`config.mk`:
```
export PLATFORM = sky130hd
export DESIGN_NAME = clk_stop_power_control
export DESIGN_NICKNAME = d
export VERILOG_FILES = /design/src/hdl/clk_stop_pkg.sv /design/src/hdl/clk_stop_power_control.sv /design/src/hdl/clk_gate_cell.sv
export SDC_FILE = /design/constraint.sdc
export NUM_CORES = 1
export LEC_CHECK = 0
export ABC_AREA = 1
export BUFFER_PORTS_ARGS = -buffer_cell sky130_fd_sc_hd__buf_2
export CAP_MARGIN = 20
export CORE_ASPECT_RATIO = 1.2
export CORE_UTILIZATION = 40
export CTS_CLUSTER_SIZE = 30
export DETAILED_ROUTE_END_ITERATION = 8
export HOLD_SLACK_MARGIN = 0.08
export PLACE_DENSITY = 0.66
export SYNTH_ARGS = -nofsm -noshare
export SYNTH_HDL_FRONTEND = slang
export SYNTH_SLANG_ARGS = --single-unit
```
`constraint.sdc`:
```
create_clock -name clk -period 2.3 [get_ports clk]
set_clock_uncertainty 0.05 [all_clocks]
set_input_delay 0.115 -clock clk [delete_from_list [all_inputs] [get_ports clk]]
set_output_delay 0.115 -clock clk [all_outputs]
set_load 0.01 [all_outputs]
```
`src/hdl/clk_stop_pkg.sv`:
```
// Constants and carriers shared by the clock stop and strap capture logic.
// Assumes a single 125 MHz synthesizer clock from which every output clock is divided.
package clk_stop_pkg;

    localparam int unsigned CLK_PERIOD_NS    = 8;
    localparam int unsigned CLK_RATE_KHZ     = 125000;

    // Output clock counts and the divider that makes them.
    localparam int unsigned CPU_CLOCKS       = 4;
    localparam int unsigned PCI_STOP_CLOCKS  = 6;
    localparam int unsigned DUAL_PINS        = 5;
    localparam int unsigned DIV_W            = 2;
    localparam logic [DIV_W-1:0] DIV_RESET   = 2'h0;
    localparam int unsigned CPU_DIV_BIT      = 0;
    localparam int unsigned PCI_DIV_BIT      = 1;

    // Power-up timer; a longest time, so the cycle count rounds down.
    localparam int unsigned POWERUP_TIME_MS  = 3;
    localparam int unsigned POWERUP_CYCLES_DEF = (POWERUP_TIME_MS * CLK_RATE_KHZ);
    localparam int unsigned TIMER_W          = 19;
    localparam logic [TIMER_W-1:0] TIMER_RESET = 19'h00000;

    // Reset values of the pin-facing state.
    localparam logic [DUAL_PINS-1:0] STRAP_RESET = 5'h1F;
    localparam logic [DUAL_PINS-1:0] DUAL_LOW    = 5'h00;
    localparam logic [1:0]           SYNC_IDLE   = 2'h3;

    typedef enum logic [2:0] {
        PWR_WAIT_SUPPLY = 3'b001,
        PWR_HOLD_LOW    = 3'b010,
        PWR_RUN         = 3'b100
    } pwr_state_e;

    // Clock outputs travelling together.
    typedef struct packed {
        logic [CPU_CLOCKS-1:0]      cpu;
        logic [PCI_STOP_CLOCKS-1:0] pci;
        logic                       pci_free;
    } clk_outs_s;

    // Dual-function pins as two signals each.
    typedef struct packed {
        logic [DUAL_PINS-1:0] out;
        logic [DUAL_PINS-1:0] oe;
    } dual_drive_s;

    // State of one glitch-free gate.
    typedef struct packed {
        logic en;
        logic out;
    } gate_s;

endpackage

```
`src/hdl/clk_stop_power_control.sv`:
```
// Clock stop gating and power-up strap capture for the clock synthesizer outputs.
// Assumes rst is the power-on reset and supply_ok rises once the core supply is good.
`timescale 1ns/10ps
`default_nettype none
module clk_stop_power_control
    import clk_stop_pkg::*;
#(
    parameter int unsigned POWERUP_CYCLES = POWERUP_CYCLES_DEF
)(
    // Clock and reset
    input  wire logic                 clk,
    input  wire logic                 rst,
    // Power management pins from the chipset
    input  wire logic                 cpu_stop_n,
    input  wire logic                 pci_stop_n,
    // Supply monitor
    input  wire logic                 supply_ok,
    // Dual-function pins
    input  wire logic [DUAL_PINS-1:0] dual_in,
    output logic      [DUAL_PINS-1:0] dual_out,
    output logic      [DUAL_PINS-1:0] dual_oe,
    // Captured selections for the synthesizer
    output logic      [DUAL_PINS-1:0] strap_sel,
    output logic                      strap_valid,
    // Clock outputs
    output logic      [CPU_CLOCKS-1:0]      cpu_clocks,
    output logic      [PCI_STOP_CLOCKS-1:0] stoppable_pci_clocks,
    output logic                            free_running_pci_clock
);

    // All control state except the gate enables lives in one record. The synchronisers sit at its head,
    // so nothing further down ever reads a raw pin.
    typedef struct packed {
        logic [DIV_W-1:0]     div;
        logic [1:0]           cpu_sync;
        logic [1:0]           pci_sync;
        logic [1:0]           supply_sync;
        logic [DUAL_PINS-1:0] strap_s1;
        logic [DUAL_PINS-1:0] strap_s2;
        pwr_state_e           pwr;
        logic [TIMER_W-1:0]   timer;
        logic [DUAL_PINS-1:0] sel;
        logic                 sel_valid;
        dual_drive_s          dual;
        logic                 pci_free;
    } ctrl_s;

    ctrl_s     ctrl_r;
    ctrl_s     ctrl_nxt;
    clk_outs_s clk_outs;

    localparam logic [TIMER_W-1:0] TIMER_LAST = TIMER_W'(POWERUP_CYCLES - 1);

    // Next levels of the two ungated waves. Each gate registers its own copy of
    // the wave, so a gated output and the free-running one switch on the same
    // edge and stay in phase with no extra delay on either.
    logic cpu_wave_nxt;
    logic pci_wave_nxt;

    // Pick one divided clock out of the divider state.
    function automatic logic wave_of(input logic [DIV_W-1:0] div, input int unsigned bit_sel);
        logic w;
        w = div[bit_sel];
        return w;
    endfunction

    always_comb begin
        ctrl_nxt = ctrl_r;

        // The divider never stops, so every output that is not gated keeps running.
        ctrl_nxt.div      = ctrl_r.div + DIV_W'(1);
        ctrl_nxt.pci_free = wave_of(ctrl_nxt.div, PCI_DIV_BIT);

        // Two flip-flops on every pin before anything looks at it. The chipset already
        // moves the stop pins on free-running PCI edges, which sets the worst-case delay.
        ctrl_nxt.cpu_sync    = {ctrl_r.cpu_sync[0], cpu_stop_n};
        ctrl_nxt.pci_sync    = {ctrl_r.pci_sync[0], pci_stop_n};
        ctrl_nxt.supply_sync = {ctrl_r.supply_sync[0], supply_ok};
        ctrl_nxt.strap_s1    = dual_in;
        ctrl_nxt.strap_s2    = ctrl_r.strap_s1;

        // Power-up runs once: wait for a good supply, capture the straps, hold
        // the dual pins low while the timer runs, then let them toggle. The
        // straps come from the synchronised pin copy, so a level still settling
        // when the supply comes good cannot reach the selection half-resolved.
        // Only a power-on reset leads back to the capture state.
        case (ctrl_r.pwr)
            PWR_WAIT_SUPPLY: begin
                // Pins stay inputs; the pull-up makes an open pin read as one.
                ctrl_nxt.dual.oe  = DUAL_LOW;
                ctrl_nxt.dual.out = DUAL_LOW;
                if (ctrl_r.supply_sync[1]) begin
                    ctrl_nxt.sel       = ctrl_r.strap_s2;
                    ctrl_nxt.sel_valid = 1'b1;
                    ctrl_nxt.timer     = TIMER_RESET;
                    ctrl_nxt.pwr       = PWR_HOLD_LOW;
                end
            end
            PWR_HOLD_LOW: begin
                ctrl_nxt.dual.oe  = {DUAL_PINS{1'b1}};
                ctrl_nxt.dual.out = DUAL_LOW;
                if (ctrl_r.timer == TIMER_LAST) begin
                    ctrl_nxt.pwr = PWR_RUN;
                end else begin
                    ctrl_nxt.timer = ctrl_r.timer + TIMER_W'(1);
                end
            end
            PWR_RUN: begin
                // Selections are frozen here; only a power-on reset captures again.
                ctrl_nxt.dual.oe  = {DUAL_PINS{1'b1}};
                ctrl_nxt.dual.out = {DUAL_PINS{ctrl_nxt.pci_free}};
            end
            default: begin
                ctrl_nxt.pwr = PWR_WAIT_SUPPLY;
            end
        endcase
    end

    assign cpu_wave_nxt = wave_of(ctrl_nxt.div, CPU_DIV_BIT);
    assign pci_wave_nxt = wave_of(ctrl_nxt.div, PCI_DIV_BIT);

    // Reset values are spelled out per field so that each pin-facing register
    // starts at its idle level: the stop synchronisers read running, the strap
    // copies read one as an open pin would, and no dual pin is driven.
    always_ff @(posedge clk or posedge rst) begin
        if (rst) begin
            ctrl_r.div         <= DIV_RESET;
            ctrl_r.cpu_sync    <= SYNC_IDLE;
            ctrl_r.pci_sync    <= SYNC_IDLE;
            ctrl_r.supply_sync <= 2'h0;
            ctrl_r.strap_s1    <= STRAP_RESET;
            ctrl_r.strap_s2    <= STRAP_RESET;
            ctrl_r.pwr         <= PWR_WAIT_SUPPLY;
            ctrl_r.timer       <= TIMER_RESET;
            ctrl_r.sel         <= STRAP_RESET;
            ctrl_r.sel_valid   <= 1'b0;
            ctrl_r.dual.out    <= DUAL_LOW;
            ctrl_r.dual.oe     <= DUAL_LOW;
            ctrl_r.pci_free    <= 1'b0;
        end else begin
            ctrl_r <= ctrl_nxt;
        end
    end

    // Stop latency, counted in clk edges from the pin change: two edges pass
    // through the synchroniser, and the gate then waits for a point where the
    // next wave level is low before it moves its enable.
    // For the CPU wave (clk/2) that wait is at most one edge, so a halt or a
    // restart lands within four edges, inside two CPU periods.
    // For the PCI wave (clk/4) the wait can reach two edges; since the chipset
    // moves the pin on a free-running PCI rising edge, the change still lands
    // before the following free-running rising edge.
    // A stop pulse shorter than the synchroniser may be missed entirely; the
    // chipset holds its stop level for whole PCI periods, so this costs nothing.
    //
    // Each gate holds its own enable so every output leaves a flip-flop directly.
    // The CPU gates ignore the PCI stop, and the reverse, so one halt never
    // disturbs the other family.
    genvar gi;
    generate
        for (gi = 0; gi < CPU_CLOCKS; gi++) begin : g_cpu
            clk_gate_cell u_gate (
                .clk      (clk),
                .rst      (rst),
                .wave_nxt (cpu_wave_nxt),
                .run      (ctrl_r.cpu_sync[1]),
                .clk_out  (clk_outs.cpu[gi])
            );
        end
        for (gi = 0; gi < PCI_STOP_CLOCKS; gi++) begin : g_pci
            clk_gate_cell u_gate (
                .clk      (clk),
                .rst      (rst),
                .wave_nxt (pci_wave_nxt),
                .run      (ctrl_r.pci_sync[1]),
                .clk_out  (clk_outs.pci[gi])
            );
        end
    endgenerate

    assign clk_outs.pci_free      = ctrl_r.pci_free;
    assign cpu_clocks             = clk_outs.cpu;
    assign stoppable_pci_clocks   = clk_outs.pci;
    assign free_running_pci_clock = clk_outs.pci_free;
    assign dual_out               = ctrl_r.dual.out;
    assign dual_oe                = ctrl_r.dual.oe;
    assign strap_sel              = ctrl_r.sel;
    assign strap_valid            = ctrl_r.sel_valid;

endmodule
`default_nettype wire

```
`src/hdl/clk_gate_cell.sv`:
```
// One glitch-free output gate for a divided clock.
// Assumes wave_nxt is the next value of the ungated clock and run is already synchronised.
`timescale 1ns/10ps
`default_nettype none
module clk_gate_cell
    import clk_stop_pkg::*;
(
    // Clock and reset
    input  wire logic clk,
    input  wire logic rst,
    // Control
    input  wire logic wave_nxt,
    input  wire logic run,
    // Gated clock
    output logic      clk_out
);

    gate_s state_r;
    gate_s state_nxt;

    // The enable may only move while the next output level is low, so a halt
    // always lands in the low state and a restart begins with a whole high phase.
    always_comb begin
        state_nxt = state_r;
        if (!wave_nxt) begin
            state_nxt.en = run;
        end
        state_nxt.out = wave_nxt & state_nxt.en;
    end

    always_ff @(posedge clk or posedge rst) begin
        if (rst) begin
            state_r <= '0;
        end else begin
            state_r <= state_nxt;
        end
    end

    assign clk_out = state_r.out;

endmodule
`default_nettype wire

```
==> results by stage, run 1 <==
Outcome:
- The flow ran to the end, and the final reports show no timing, DRC or antenna violations.

Synthesis:
- By area the synthesized netlist is led by dfrtp_1, dfstp_2, nand2_1.
- The synthesized netlist net count is 335.
- The post-synthesis instance area is 3000 µm².
- The Yosys warning count is 0.
- The average instance in the mapped netlist occupies 9.25 µm².
- The most instantiated library cell after synthesis is nand2_1.
- The most area-hungry cell type in the Yosys netlist is dfrtp_1.
- Sequential elements use 57.6% of the synthesized area.
- The netlist uses 27 different library cells.
- The count of state elements after synthesis is 68.
- The number of enable flip-flop cells after synthesis is 0.
- Sorting the synthesized cells by how often they occur yields nand2_1, dfrtp_1, inv_1, nor2_1.
- The commonest register cell after synthesis is dfrtp_1.
- The gate count after technology mapping is 324.
- The post-synthesis async set-or-reset flop share is 100%.
- The share of Yosys cell area claimed by the top area cell type is 40.1%.

Clocking:
- At the later pin of the worst-skew pair, clock insertion delay measures 0.35 ns.
- The number of sinks on the clock net is 68.
- TritonCTS built the clock tree.
- Clock tree synthesis selected as its root buffer the cell clkbuf_8.
- The total setup buffers inserted after CTS is 0.
- The number of H-tree levels is 3.
- The total clock buffers created by CTS is 9.
- Counting along the longest clock path gives a buffer depth of 2.
- After clock tree synthesis, the clock-pin slew on the worst setup and hold paths is 0.08 ns.

Setup path:
- The critical path data required time is 2.54 ns.
- Setup slack on the worst reg-to-reg path comes out at 0.55 ns.
- The depth of the worst register-to-register path is 5.
- The worst register-to-register path ends at ctrl_r[32].
- For this run, the slowest stage of the critical path takes 0.54 ns.
- STA classifies the critical path startpoint as a flip-flop.
- The signal on the critical path passes through nor3_2 > inv_2 > a31oi_2 > nand2_1 > nand2_1.
- By instance count, the cell type seen most on the critical path is nand2_1.
- The worst setup path is captured at a flip-flop.
- The slowest stage of the critical path is the nor3_2 cell.
- The category of the critical setup timing path is flip-flop to flip-flop.
- The startpoint identified for the worst register-to-register timing path is ctrl_r[38].
- Data arrives at the worst endpoint at 1.99 ns.
- In this run the worst path has a maximum fanout of 7.

Cells and area:
- The fraction of layout instances using a drive strength above 1 is 26.0%.
- 0 antenna diodes ended up in the layout.
- The final non-filler cell area is 3420 µm².
- Compared with the post-synthesis result, the final layout area differs by 14.1%.
- The final layout contains 364 nets.
- The filler cells instantiated in the layout total 688.
- The final core utilization is 47.3%.

Power:
- Sequential cells burn 44.8% of the power.
- Combinational logic burns 17.8% of the power.
- For this design the total switching power over the nets is 0.873 mW.
- Summed over all cells, the static leakage comes to 1.73 nW.
- Of the total power, the share spent switching nets is 27.7%.
- The power density over the cells is 921 nW/µm².
- The internal power of the cells totals 2.28 mW.
- The power share of the clock group is 37.5%.
- The worst vdd rail ir drop is 0.795 mV.

Hold path:
- The tightest min-delay check is of the input port to async pin type.

Drt:
- The number of search-and-repair iterations in the first detailed-routing pass is 4.
- Summing over every cut layer, the via total after detailed routing is 2029.
- The number of violations reported at the end of detailed-routing iteration 0 is 78.
- Wires add up to 5.07 mm.
- After detailed routing, the average wire length per cell comes to 11.3 µm.
- The number of remaining DRC errors is 0.
- In the routed layout, each cell is associated on average with a via count of 4.53.
- The antenna violation net count after detailed routing is 0.

GRT:
- The pin count of the biggest net entering global routing is 28.
- For this run, global-route usage on met3 was measured as 4.06%.
- The global-route met2 utilization is 24.6%.
- Global routing finished with a remaining overflow of 0.
- The first global-routing pass estimated 8.78 mm of wire.
- For met1 alone, demand over resource in global routing was 16.9%.
- The number of global-route vias before repair is 1998.
- In this run the most used layer during global routing was met2.
- The overall fraction of global-route tracks in use is 14.9%.
- The number of antenna violations at the first check in global routing is 0.

STA:
- Setup repair after global routing left no endpoint under its margin.
- At the pin with the least slew margin, the transition time is 0.606 ns.
- The number of pins with negative max-slew slack in the final report is 0.
- The final-report hold violation count is 0.
- In the final timing run, aggregate negative setup slack is 0 ns.
- The worst pin sits at a relative slew slack of 59.4%.
- The top achievable clock speed is 570 MHz.
- The worst hold slack is 0.258 ns.
- Dividing the final minimum period by the clock period gives 76.3%.
- Setup violations remaining at the end of the flow were counted as 0.
- The final period demand of the worst path is 1.75 ns.
- The slack of the critical path is 0.546 ns.

Job:
- The tool flagged a number of max-cap violations equal to 0.

Place:
- The congestion estimate from routability-driven global placement came to 0.853.
- The sum of net half-perimeters after detailed placement is 3.45 mm.
- The count of buffers added on input and output ports is 36.
- The pre-CTS setup slack is 0.577 ns.
- The placed instance area is 3090 µm².

Floorplan:
- The die covers 7840 µm².
- The I/O pin count is 37.
- The floorplan has 34 rows.
- The floorplan die width is 81.0 µm.
- The floorplan core area is 7230 µm².
- The floorplan die height is 96.8 µm.
- The initial standard-cell utilization of the core is 41.4%.
-- through the flow --
step           total power, mW  cells
6_report                  3.15    448
4_1_cts                   3.19    448
5_1_grt                   3.32    448
3_3_place_gp              1.97    423
3_5_place_dp              1.98    423
2_1_floorplan             1.97    324
-- per-layer routing --
layer,vias to the layer above,part of all wire [%],routed length [µm]
met5,-,0,0
met4,0,2.4,124
met3,11,3.4,175
met2,39,50,2520
met1,945,44,2250
li1,1034,-,-
-- worst max path at each step --
stage                    start         end  slack (ns)
finish              ctrl_r[38]  ctrl_r[32]        0.55
CTS                 ctrl_r[38]  ctrl_r[32]        0.58
floorplan                  rst   async pin        0.46
global route        ctrl_r[17]  ctrl_r[33]        0.40
detailed placement  ctrl_r[38]  ctrl_r[32]        0.58
global placement    ctrl_r[17]  ctrl_r[33]        0.62
-- critical path: cells and delay by family, from the launching register on --
family	cells	cell delay (ns)
DFF	1	0.40
AOI/OAI and AO/OA	1	0.35
and+or+nand+nor	3	0.72
buffers and inverters	1	0.18
-- repair_timing --
action	4_1_cts	5_1_grt
hold buffers	9	0
resized for setup	0	0
hold endpoints to repair	28	0
-- power groups by stage --
stage,registers [mW],logic [mW],clock network [mW]
2_1_floorplan,1.42,0.546,0
3_3_place_gp,1.43,0.547,0
3_5_place_dp,1.43,0.552,0
4_1_cts,1.41,0.570,1.21
5_1_grt,1.43,0.627,1.26
6_report,1.41,0.561,1.18
-- cell families after synthesis --
kind of cell / synth area share [%]
AND/OR/NAND/NOR: 20.8
multiplexers: 1.88
buffers and inverters: 12.4
flip-flops: 57.6
XOR/XNOR: 0.877
AO/OA/AOI/OAI: 5.93
adder cells (fa/ha/maj): 0.417
-- cell usage in the layout, fill, tap and decap left out --
master,count
dfrtp_1,48
a21oi_1,2
buf_2,36
or2_1,1
nor2_4,2
mux2_2,5
dlygate4sd3_1,9
ha_1,1
nand2_1,86
nor2_1,30
nor3_2,1
o21bai_1,2
nand2_4,1
buf_4,3
clkinv_2,1
o21ai_1,3
xor2_1,3
inv_1,34
dfstp_2,20
clkbuf_8,9
a31oi_2,1
clkinv_4,2
inv_2,6
o21ai_0,25
nand3b_1,2
clkbuf_1,1
nand3_1,18
bufinv_16,3
or2_2,1
nand4_4,1
nor2_2,1
-- flip-flops by register name (all words and copies together) (netlist names), named ones only --
signal                flops
strap_valid               1
g_pci.u_gate.clk_out      6
g_cpu.u_gate.state_r      3
g_cpu.u_gate.clk_out      4
ctrl_nxt                  8
ctrl_r                   32
dual_out                  1
g_pci.u_gate.state_r      6
strap_sel                 5
dual_oe                   1
-- cell type report --
class                   count  area, µm²  share of cell area (%)
well taps                  90        113                    3.29
repair buffers             48        293                    8.56
flip-flops and latches     68       1730                    50.5
clock inverters             6        113                    3.29
multi-input cells         186        897                    26.2
clock buffers              10        128                    3.73
inverters                  40        150                    4.39
(Power assumes the default switching activity.)
==> inputs of run 2 (changes only) <==
- PLACE_DENSITY: 0.66 -> 0.68
- clock period: 2.3 -> 1.5 ns (I/O delays scaled with it)
==> results by stage, run 2 (synthesis results as in run 1) <==
Drt:
- The antenna violation net count after detailed routing is 0.
- The total wire length after detailed routing is 5.56 mm.
- Using the TritonRoute via totals, the vias-per-cell ratio works out to 4.65.
- After detailed routing, the number of remaining DRC violations is 0.
- The detail-routed net length per standard cell is 11.8 µm.
- The number of vias in the routed layout is 2196.
- The first routing iteration left 93 violations.
- The first TritonRoute pass finished after 5 iterations.

Power:
- The power share of the clock group is 31.0%.
- Per report_power, the sequential group accounts for 44.2% of the total.
- IR analysis of the VDD net gives a maximum drop of 0.888 mV.
- The cell-internal power is 3.30 mW.
- Summed over all cells, the static leakage comes to 1.86 nW.
- The share of total power consumed by net switching is 32.4%.
- The net load switching power is 1.58 mW.
- The total power after layout is 4.88 mW.
- Combinational cells account for 24.8% of the total power.
- Dividing total power by cell area gives a power density of 1330 nW/µm².

Floorplan:
- The initial standard-cell utilization of the core is 41.4%.
- 37 I/O pins were placed.
- The floorplan die area is 7840 µm².
- The floorplan die width is 81.0 µm.
- The floorplan die height is 96.8 µm.
- The row count is 34.
- The total area inside the core boundary comes to 7230 µm².

Clocking:
- Counting along the longest clock path gives a buffer depth of 2.
- The library cell used as clock root buffer is clkbuf_8.
- The total clock buffers created by CTS is 9.
- The clock network latency to the later pin of the worst-skew pair is 0.36 ns.
- The number of sinks on the clock net is 68.
- The H-tree was split into 3 levels.
- The register clock-pin slew on the reported worst setup and hold paths is 0.08 ns.
- TritonCTS built the clock tree.

STA:
- The final count of negative-setup-slack endpoints is 17.
- The final-report hold violation count is 0.
- For the pin with the worst max-slew slack, the measured transition is 0.532 ns.
- The number of pins with negative max-slew slack in the final report is 0.
- The worst-case headroom to the max-slew limit is 64.4%.
- The worst path uses 103% of the clock period.
- The worst hold slack is 0.270 ns.
- Static timing analysis puts the maximum clock frequency at 647 MHz.
- The final period demand of the worst path is 1.55 ns.
- The slack of the critical path is -0.0450 ns.
- Setup repair after global routing could not meet its margin everywhere.

Setup path:
- The worst register-to-register path begins at ctrl_r[17].
- The depth of the worst register-to-register path is 9.
- The reg-to-reg setup timing slack is -0.05 ns.
- The category of the critical setup timing path is flip-flop to flip-flop.
- The slowest stage of the critical path belongs to the cell dfrtp_1.
- The startpoint kind of the worst setup timing path is a flip-flop.
- The capture instance of the worst register-to-register path is ctrl_r[24].
- Data on the critical path arrives at its endpoint at 1.77 ns.
- Walking the worst path, the cells encountered are ha_2 > nand2_4 > inv_4 > nand2_4 > nor2_4 > nand4_4 > nand2_4 > nand2_2 > o21ai_1.
- Data on the critical path is required at its endpoint by 1.73 ns.
- The worst stage delay on the critical path is 0.36 ns.
- The worst setup path is captured at a flip-flop.
- By instance count, the cell type seen most on the critical path is nand2_4.
- The maximum net fanout on the critical path is 6.

Cells and area:
- The area growth from synthesis to layout is 22.6%.
- The register with the most flip-flops in the layout has 32 of them.
- ctrl_r holds more flip-flops than any other register.
- Once layout is done, the placed cells without fillers occupy 3670 µm².
- The top cell types in the final layout, fill and taps aside, are nand2_1, dfrtp_1, buf_2.
- Of the cells placed in the final design, the portion with a size suffix greater than 1 is 37.2%.
- The most common cell after layout, fill and taps aside is nand2_1.
- The number of antenna diodes in the final layout is 0.
- At the end of the flow the core is filled with cells to 50.8%.
- The net count of the finished layout is 388.

GRT:
- In the global route stage, overall resource usage came out at 16.1%.
- For this run the aggregate overflow at the end of global routing stands at 0.
- The pin count of the biggest net entering global routing is 31.
- The first global-routing pass estimated 9.50 mm of wire.
- The number of global-route vias before repair is 2162.
- The number of antenna violations at the first check in global routing is 0.

Outcome:
- The checks that failed: setup timing.
- The flow ran to the end, but the final reports show violations.

Job:
- The number of violations of the max-capacitance limit is 0.

Place:
- Summed over all nets, the half-perimeter wirelength after detailed placement is 3.61 mm.
- The number of port buffers is 36.
- Before CTS, the worst setup slack after placement is -0.134 ns.
- The placed instance area is 3260 µm².
- Routability-driven placement finished with a final weighted congestion of 0.817.

Hold path:
- The worst hold path belongs to the class input port to async pin.
run 2: changes by cell type in the layout (fill, tap and decap cells not counted), sizes merged:
cell      before  now
clkinvlp       0    3
nand2         87   90
clkbuf        10    9
bufinv         3    1
buf           39   60
run 2: how the worst max path moves through the flow:
stage / start / to / slack, ns / cells past startpoint
detailed placement: ctrl_r[36] / ctrl_r[35] / -0.13 / 6
CTS: ctrl_r[18] / ctrl_r[24] / -0.02 / 9
global placement: ctrl_r[36] / ctrl_r[35] / -0.04 / 6
global route: ctrl_r[20] / ctrl_r[19] / -0.15 / 7
floorplan: ctrl_r[36] / ctrl_r[20] / 0.04 / 7
finish: ctrl_r[17] / ctrl_r[24] / -0.05 / 9
run 2: final cells by class:
| type | instances | area, µm² |
|---|---|---|
| clock buffers | 9 | 124 |
| clock inverters | 7 | 76.3 |
| fillers | 663 | 3560 |
| inverters | 40 | 159 |
| multi-input cells | 189 | 1010 |
| flip-flops and latches | 68 | 1730 |
| well taps | 90 | 113 |
| repair buffers | 69 | 463 |
run 2: routing by layer:
metal	vias up	wire length, µm	GRT usage, %
met1	1057	2370	18.4
li1	1086	-	-
met2	44	2870	26.7
met3	9	235	5.94
met4	0	89	6.32
met5	-	0	0
run 2: power groups by stage:
stage                     Combinational (mW)  Clock [mW]  Sequential, mW
after floorplan                        0.838           0            2.18
after global placement                 0.913           0            2.18
after detailed placement               0.933           0            2.19
after CTS                               1.16        1.55            2.16
after global routing                    1.34        1.63            2.19
final                                   1.21        1.51            2.16
run 2: critical path: cells and delay by family (launching register included):
family                   cells  cell delay (ns)
AO/OA/AOI/OAI                1             0.07
adder cells (fa/ha/maj)      1             0.21
buffers and inverters        1             0.07
flip-flops                   1             0.36
AND/OR/NAND/NOR              6             0.71
run 2: through the flow:
step / instances / TNS (ns)
floorplan: 324 / 0
global placement: 443 / -0.124
detailed placement: 443 / -1.70
CTS: 472 / -0.183
global route: 472 / -2.39
finish: 472 / -0.384
run 2: repair_timing:
item                       4_1_cts  5_1_grt
hold endpoints to repair        37        0
buffers inserted                 1        0
cloned                           3        0
setup endpoints to repair       20       25
hold buffers                     9        0
gates resized for setup         14       23
pin swaps                       16       13
==> inputs of run 3 (changes only) <==
- ABC_AREA: 1 -> unset
- CORE_UTILIZATION: 40 -> 29
- PLACE_DENSITY: 0.68 -> 0.54
==> results by stage, run 3 <==
Outcome:
- The run finished, with violations left.
- The final reports fail on setup timing.

Synthesis:
- The sequential share of the synthesized area is 59.3%.
- The biggest area contributor in the post-synthesis netlist is dfrtp_1.
- The synthesized netlist occupies a cell area of 2910 µm².
- Of the post-synthesis cell area, the dominant cell type holds 41.2%.
- Synthesis produced 251 cells.
- The most used flip-flop cell after synthesis is dfrtp_1.
- Each instance of the synthesized netlist takes up on average 11.6 µm².
- By count the netlist is led by dfrtp_1, buf_4, nand2_1, dfstp_2, inv_1.
- After synthesis, the cell types taking the most area are dfrtp_1, dfstp_2, buf_4.
- The synthesized netlist net count is 262.
- The post-synthesis async set-or-reset flop share is 100%.
- The number of distinct library cells after synthesis is 46.
- The count of state elements after synthesis is 68.
- The Yosys warning count is 0.
- dfrtp_1 is the most common cell in the netlist.
- In this run, synthesis inferred 0 flip-flops with an integrated enable.

Cells and area:
- The number of flip-flops under the largest register name is 32.
- The area growth from synthesis to layout is 35.4%.
- The post-layout net count is 329.
- The fraction of layout instances using a drive strength above 1 is 46.4%.
- The antenna diode instance count is 0.
- The area used by multi-input combinational logic is 1060 µm².
- Leaving out fill and tap cells, the most frequent cells in the layout are dfrtp_1, buf_2, buf_4.
- The most common cell after layout, fill and taps aside is dfrtp_1.
- For this run, the share of the core covered by cells in the final layout is 40.8%.
- Counting flops per register, the top entry is ctrl_r.
- Summing all flip-flop and latch instances after layout gives 1730 µm².
- The filler cells instantiated in the layout total 930.

Drt:
- Dividing the detail-routed via count by the number of cells gives 4.57.
- The detail-routed net length per standard cell is 13.6 µm.
- The antenna violation net count after detailed routing is 0.
- The routed layout has 2038 vias.
- The detailed router finished its first iteration with 109 violations.
- The routed design has 6.09 mm of wire.
- The number of remaining DRC errors is 0.
- The first detailed-routing pass ran for 4 iterations.

Setup path:
- On the critical path, the stage with the largest delay is an instance of or4b_4.
- The category of the critical setup timing path is flip-flop to flip-flop.
- The count of buffer and inverter cells on the critical path is 0.
- The maximum net fanout on the critical path is 4.
- The arrival time reported for the critical path endpoint is 1.77 ns.
- The signal on the critical path passes through or4b_4 > nor3_4 > a21o_1 > o31ai_1.
- For the worst setup path, the data required time is 1.64 ns.
- The startpoint kind of the worst setup timing path is a flip-flop.
- Across all register-to-register paths, the minimum setup slack is -0.13 ns.
- The worst setup path is captured at a flip-flop.
- Grouping stages by cell kind, the critical path spends the most delay in simple AND/OR/NAND/NOR gates.
- The largest single stage delay on the critical path is 0.54 ns.

STA:
- Setup repair after global routing could not meet its margin everywhere.
- The accumulated negative setup slack is -1.22 ns.
- The final period demand of the worst path is 1.63 ns.
- The worst-margin pin slew is 0.475 ns.
- The worst hold slack is 0.282 ns.
- The portion of the clock cycle consumed by the worst path in the final layout is 109%.
- The number of pins with negative max-slew slack in the final report is 0.
- After layout, the worst setup slack is -0.128 ns.
- The final-report hold violation count is 0.
- The top achievable clock speed is 614 MHz.
- Headroom to the max-slew limit came out at 68.2%.
- The final count of negative-setup-slack endpoints is 19.

GRT:
- The number of global-route vias before repair is 2039.
- The pin count of the biggest net entering global routing is 31.
- The overall fraction of global-route tracks in use is 12.0%.
- The number of antenna violations at the first check in global routing was 0.
- The first global-routing pass estimated 9.71 mm of wire.
- The total congestion overflow after global routing is 0.

Clocking:
- The number of H-tree levels is 3.
- The maximum count of clock buffers along a single path is 2.
- The number of sinks on the clock net is 68.
- The clock reaches the later pin of the worst-skew pair after 0.32 ns.
- After clock tree synthesis, the clock-pin slew on the worst setup and hold paths is 0.05 ns.
- The number of clock buffers added by TritonCTS is 9.
- TritonCTS built the clock tree.
- The library cell used as clock root buffer is clkbuf_16.

Floorplan:
- After floorplanning, the core was sized to cover 9660 µm².
- The I/O pin count is 37.
- The floorplan has 39 rows.
- The floorplan die height is 112 µm.
- The floorplan die area is 10500 µm².
- For this configuration, the core starts out at a cell density of 30.1%.
- The die is 93.5 µm wide.

Hold path:
- The worst hold path belongs to the class input port to async pin.

Power:
- The completed layout was analyzed and its total power is 5.44 mW.
- The static power due to leakage is 1.86 nW.
- Power spread over the standard cell area amounts to 1380 nW/µm².
- Across the VDD grid, the largest voltage drop is 0.797 mV.

Place:
- The sum of net half-perimeters after detailed placement is 4.11 mm.
- The routability congestion estimate is 0.753.
- In this run the tool buffered the top-level ports with 36 buffer cells.
- The pre-CTS setup slack is -0.105 ns.

Job:
- The tool flagged a number of max-cap violations equal to 0.
## run 3: worst reg2reg max path, cell delays in order (launching register included)
cell     delay, ns
dfrtp_1       0.41
or4b_4        0.54
nor3_4        0.22
a21o_1        0.20
o31ai_1       0.09
## run 3: final timing paths
path,from,to,depth (start not counted)
max reg2reg,ctrl_r[22],ctrl_r[20],4
max in group asynchronous,rst,ctrl_nxt[52],4
min in group clk,ctrl_nxt[50],ctrl_r[50],0
max,ctrl_r[22],ctrl_r[20],4
min reg2reg,ctrl_nxt[50],ctrl_r[50],0
min,rst,g_cpu[0].u_gate.clk_out,3
## run 3: timing repair
item                       4_1_cts  5_1_grt
resized for setup               17       18
cloned                           0        1
setup endpoints to repair       25       26
pin swaps                        6       11
setup buffers                    2        3
hold endpoints to repair        38        0
hold buffers                     9        0
## run 3: layer usage
metal,vias up,share of wire (%),global-route usage [%]
li1,988,-,-
met1,1005,43,14.2
met2,36,53,21.0
met3,9,3.1,2.66
met4,0,1.5,4.62
met5,-,0,0
## run 3: cells by family (layout without fill, tap and decap cells)
logic type      after synthesis  after routing  share of synthesized area, %
simple gates                 84             85                          16.8
compound gates               39             39                          8.89
flops                        68             68                          59.3
fa+ha+maj                     1              1                         0.429
xor+xnor                      5              5                          1.50
mux                           7              7                          2.62
buf+inv                      47            118                          10.5
## run 3: final cells by class
class,count,share of cell area [%]
flip-flops and latches,68,43.8
multi-input cells,137,26.9
repair buffers,91,17.2
clock buffers,14,6.69
well taps,123,3.90
inverters,11,1.14
clock inverters,2,0.317
## run 3: through the flow
step	instances	cell area, µm²
after global routing	446	3940
after floorplan	251	2970
after CTS	442	3820
after detailed placement	415	3370
final	446	3940
after global placement	415	3370
## run 3: power breakdown
group          total, mW  internal, mW  switching [mW]  leakage, nW
clock               1.94          1.21           0.733        0.133
combinational       1.30         0.705           0.599        0.897
sequential          2.19          2.08           0.116        0.832
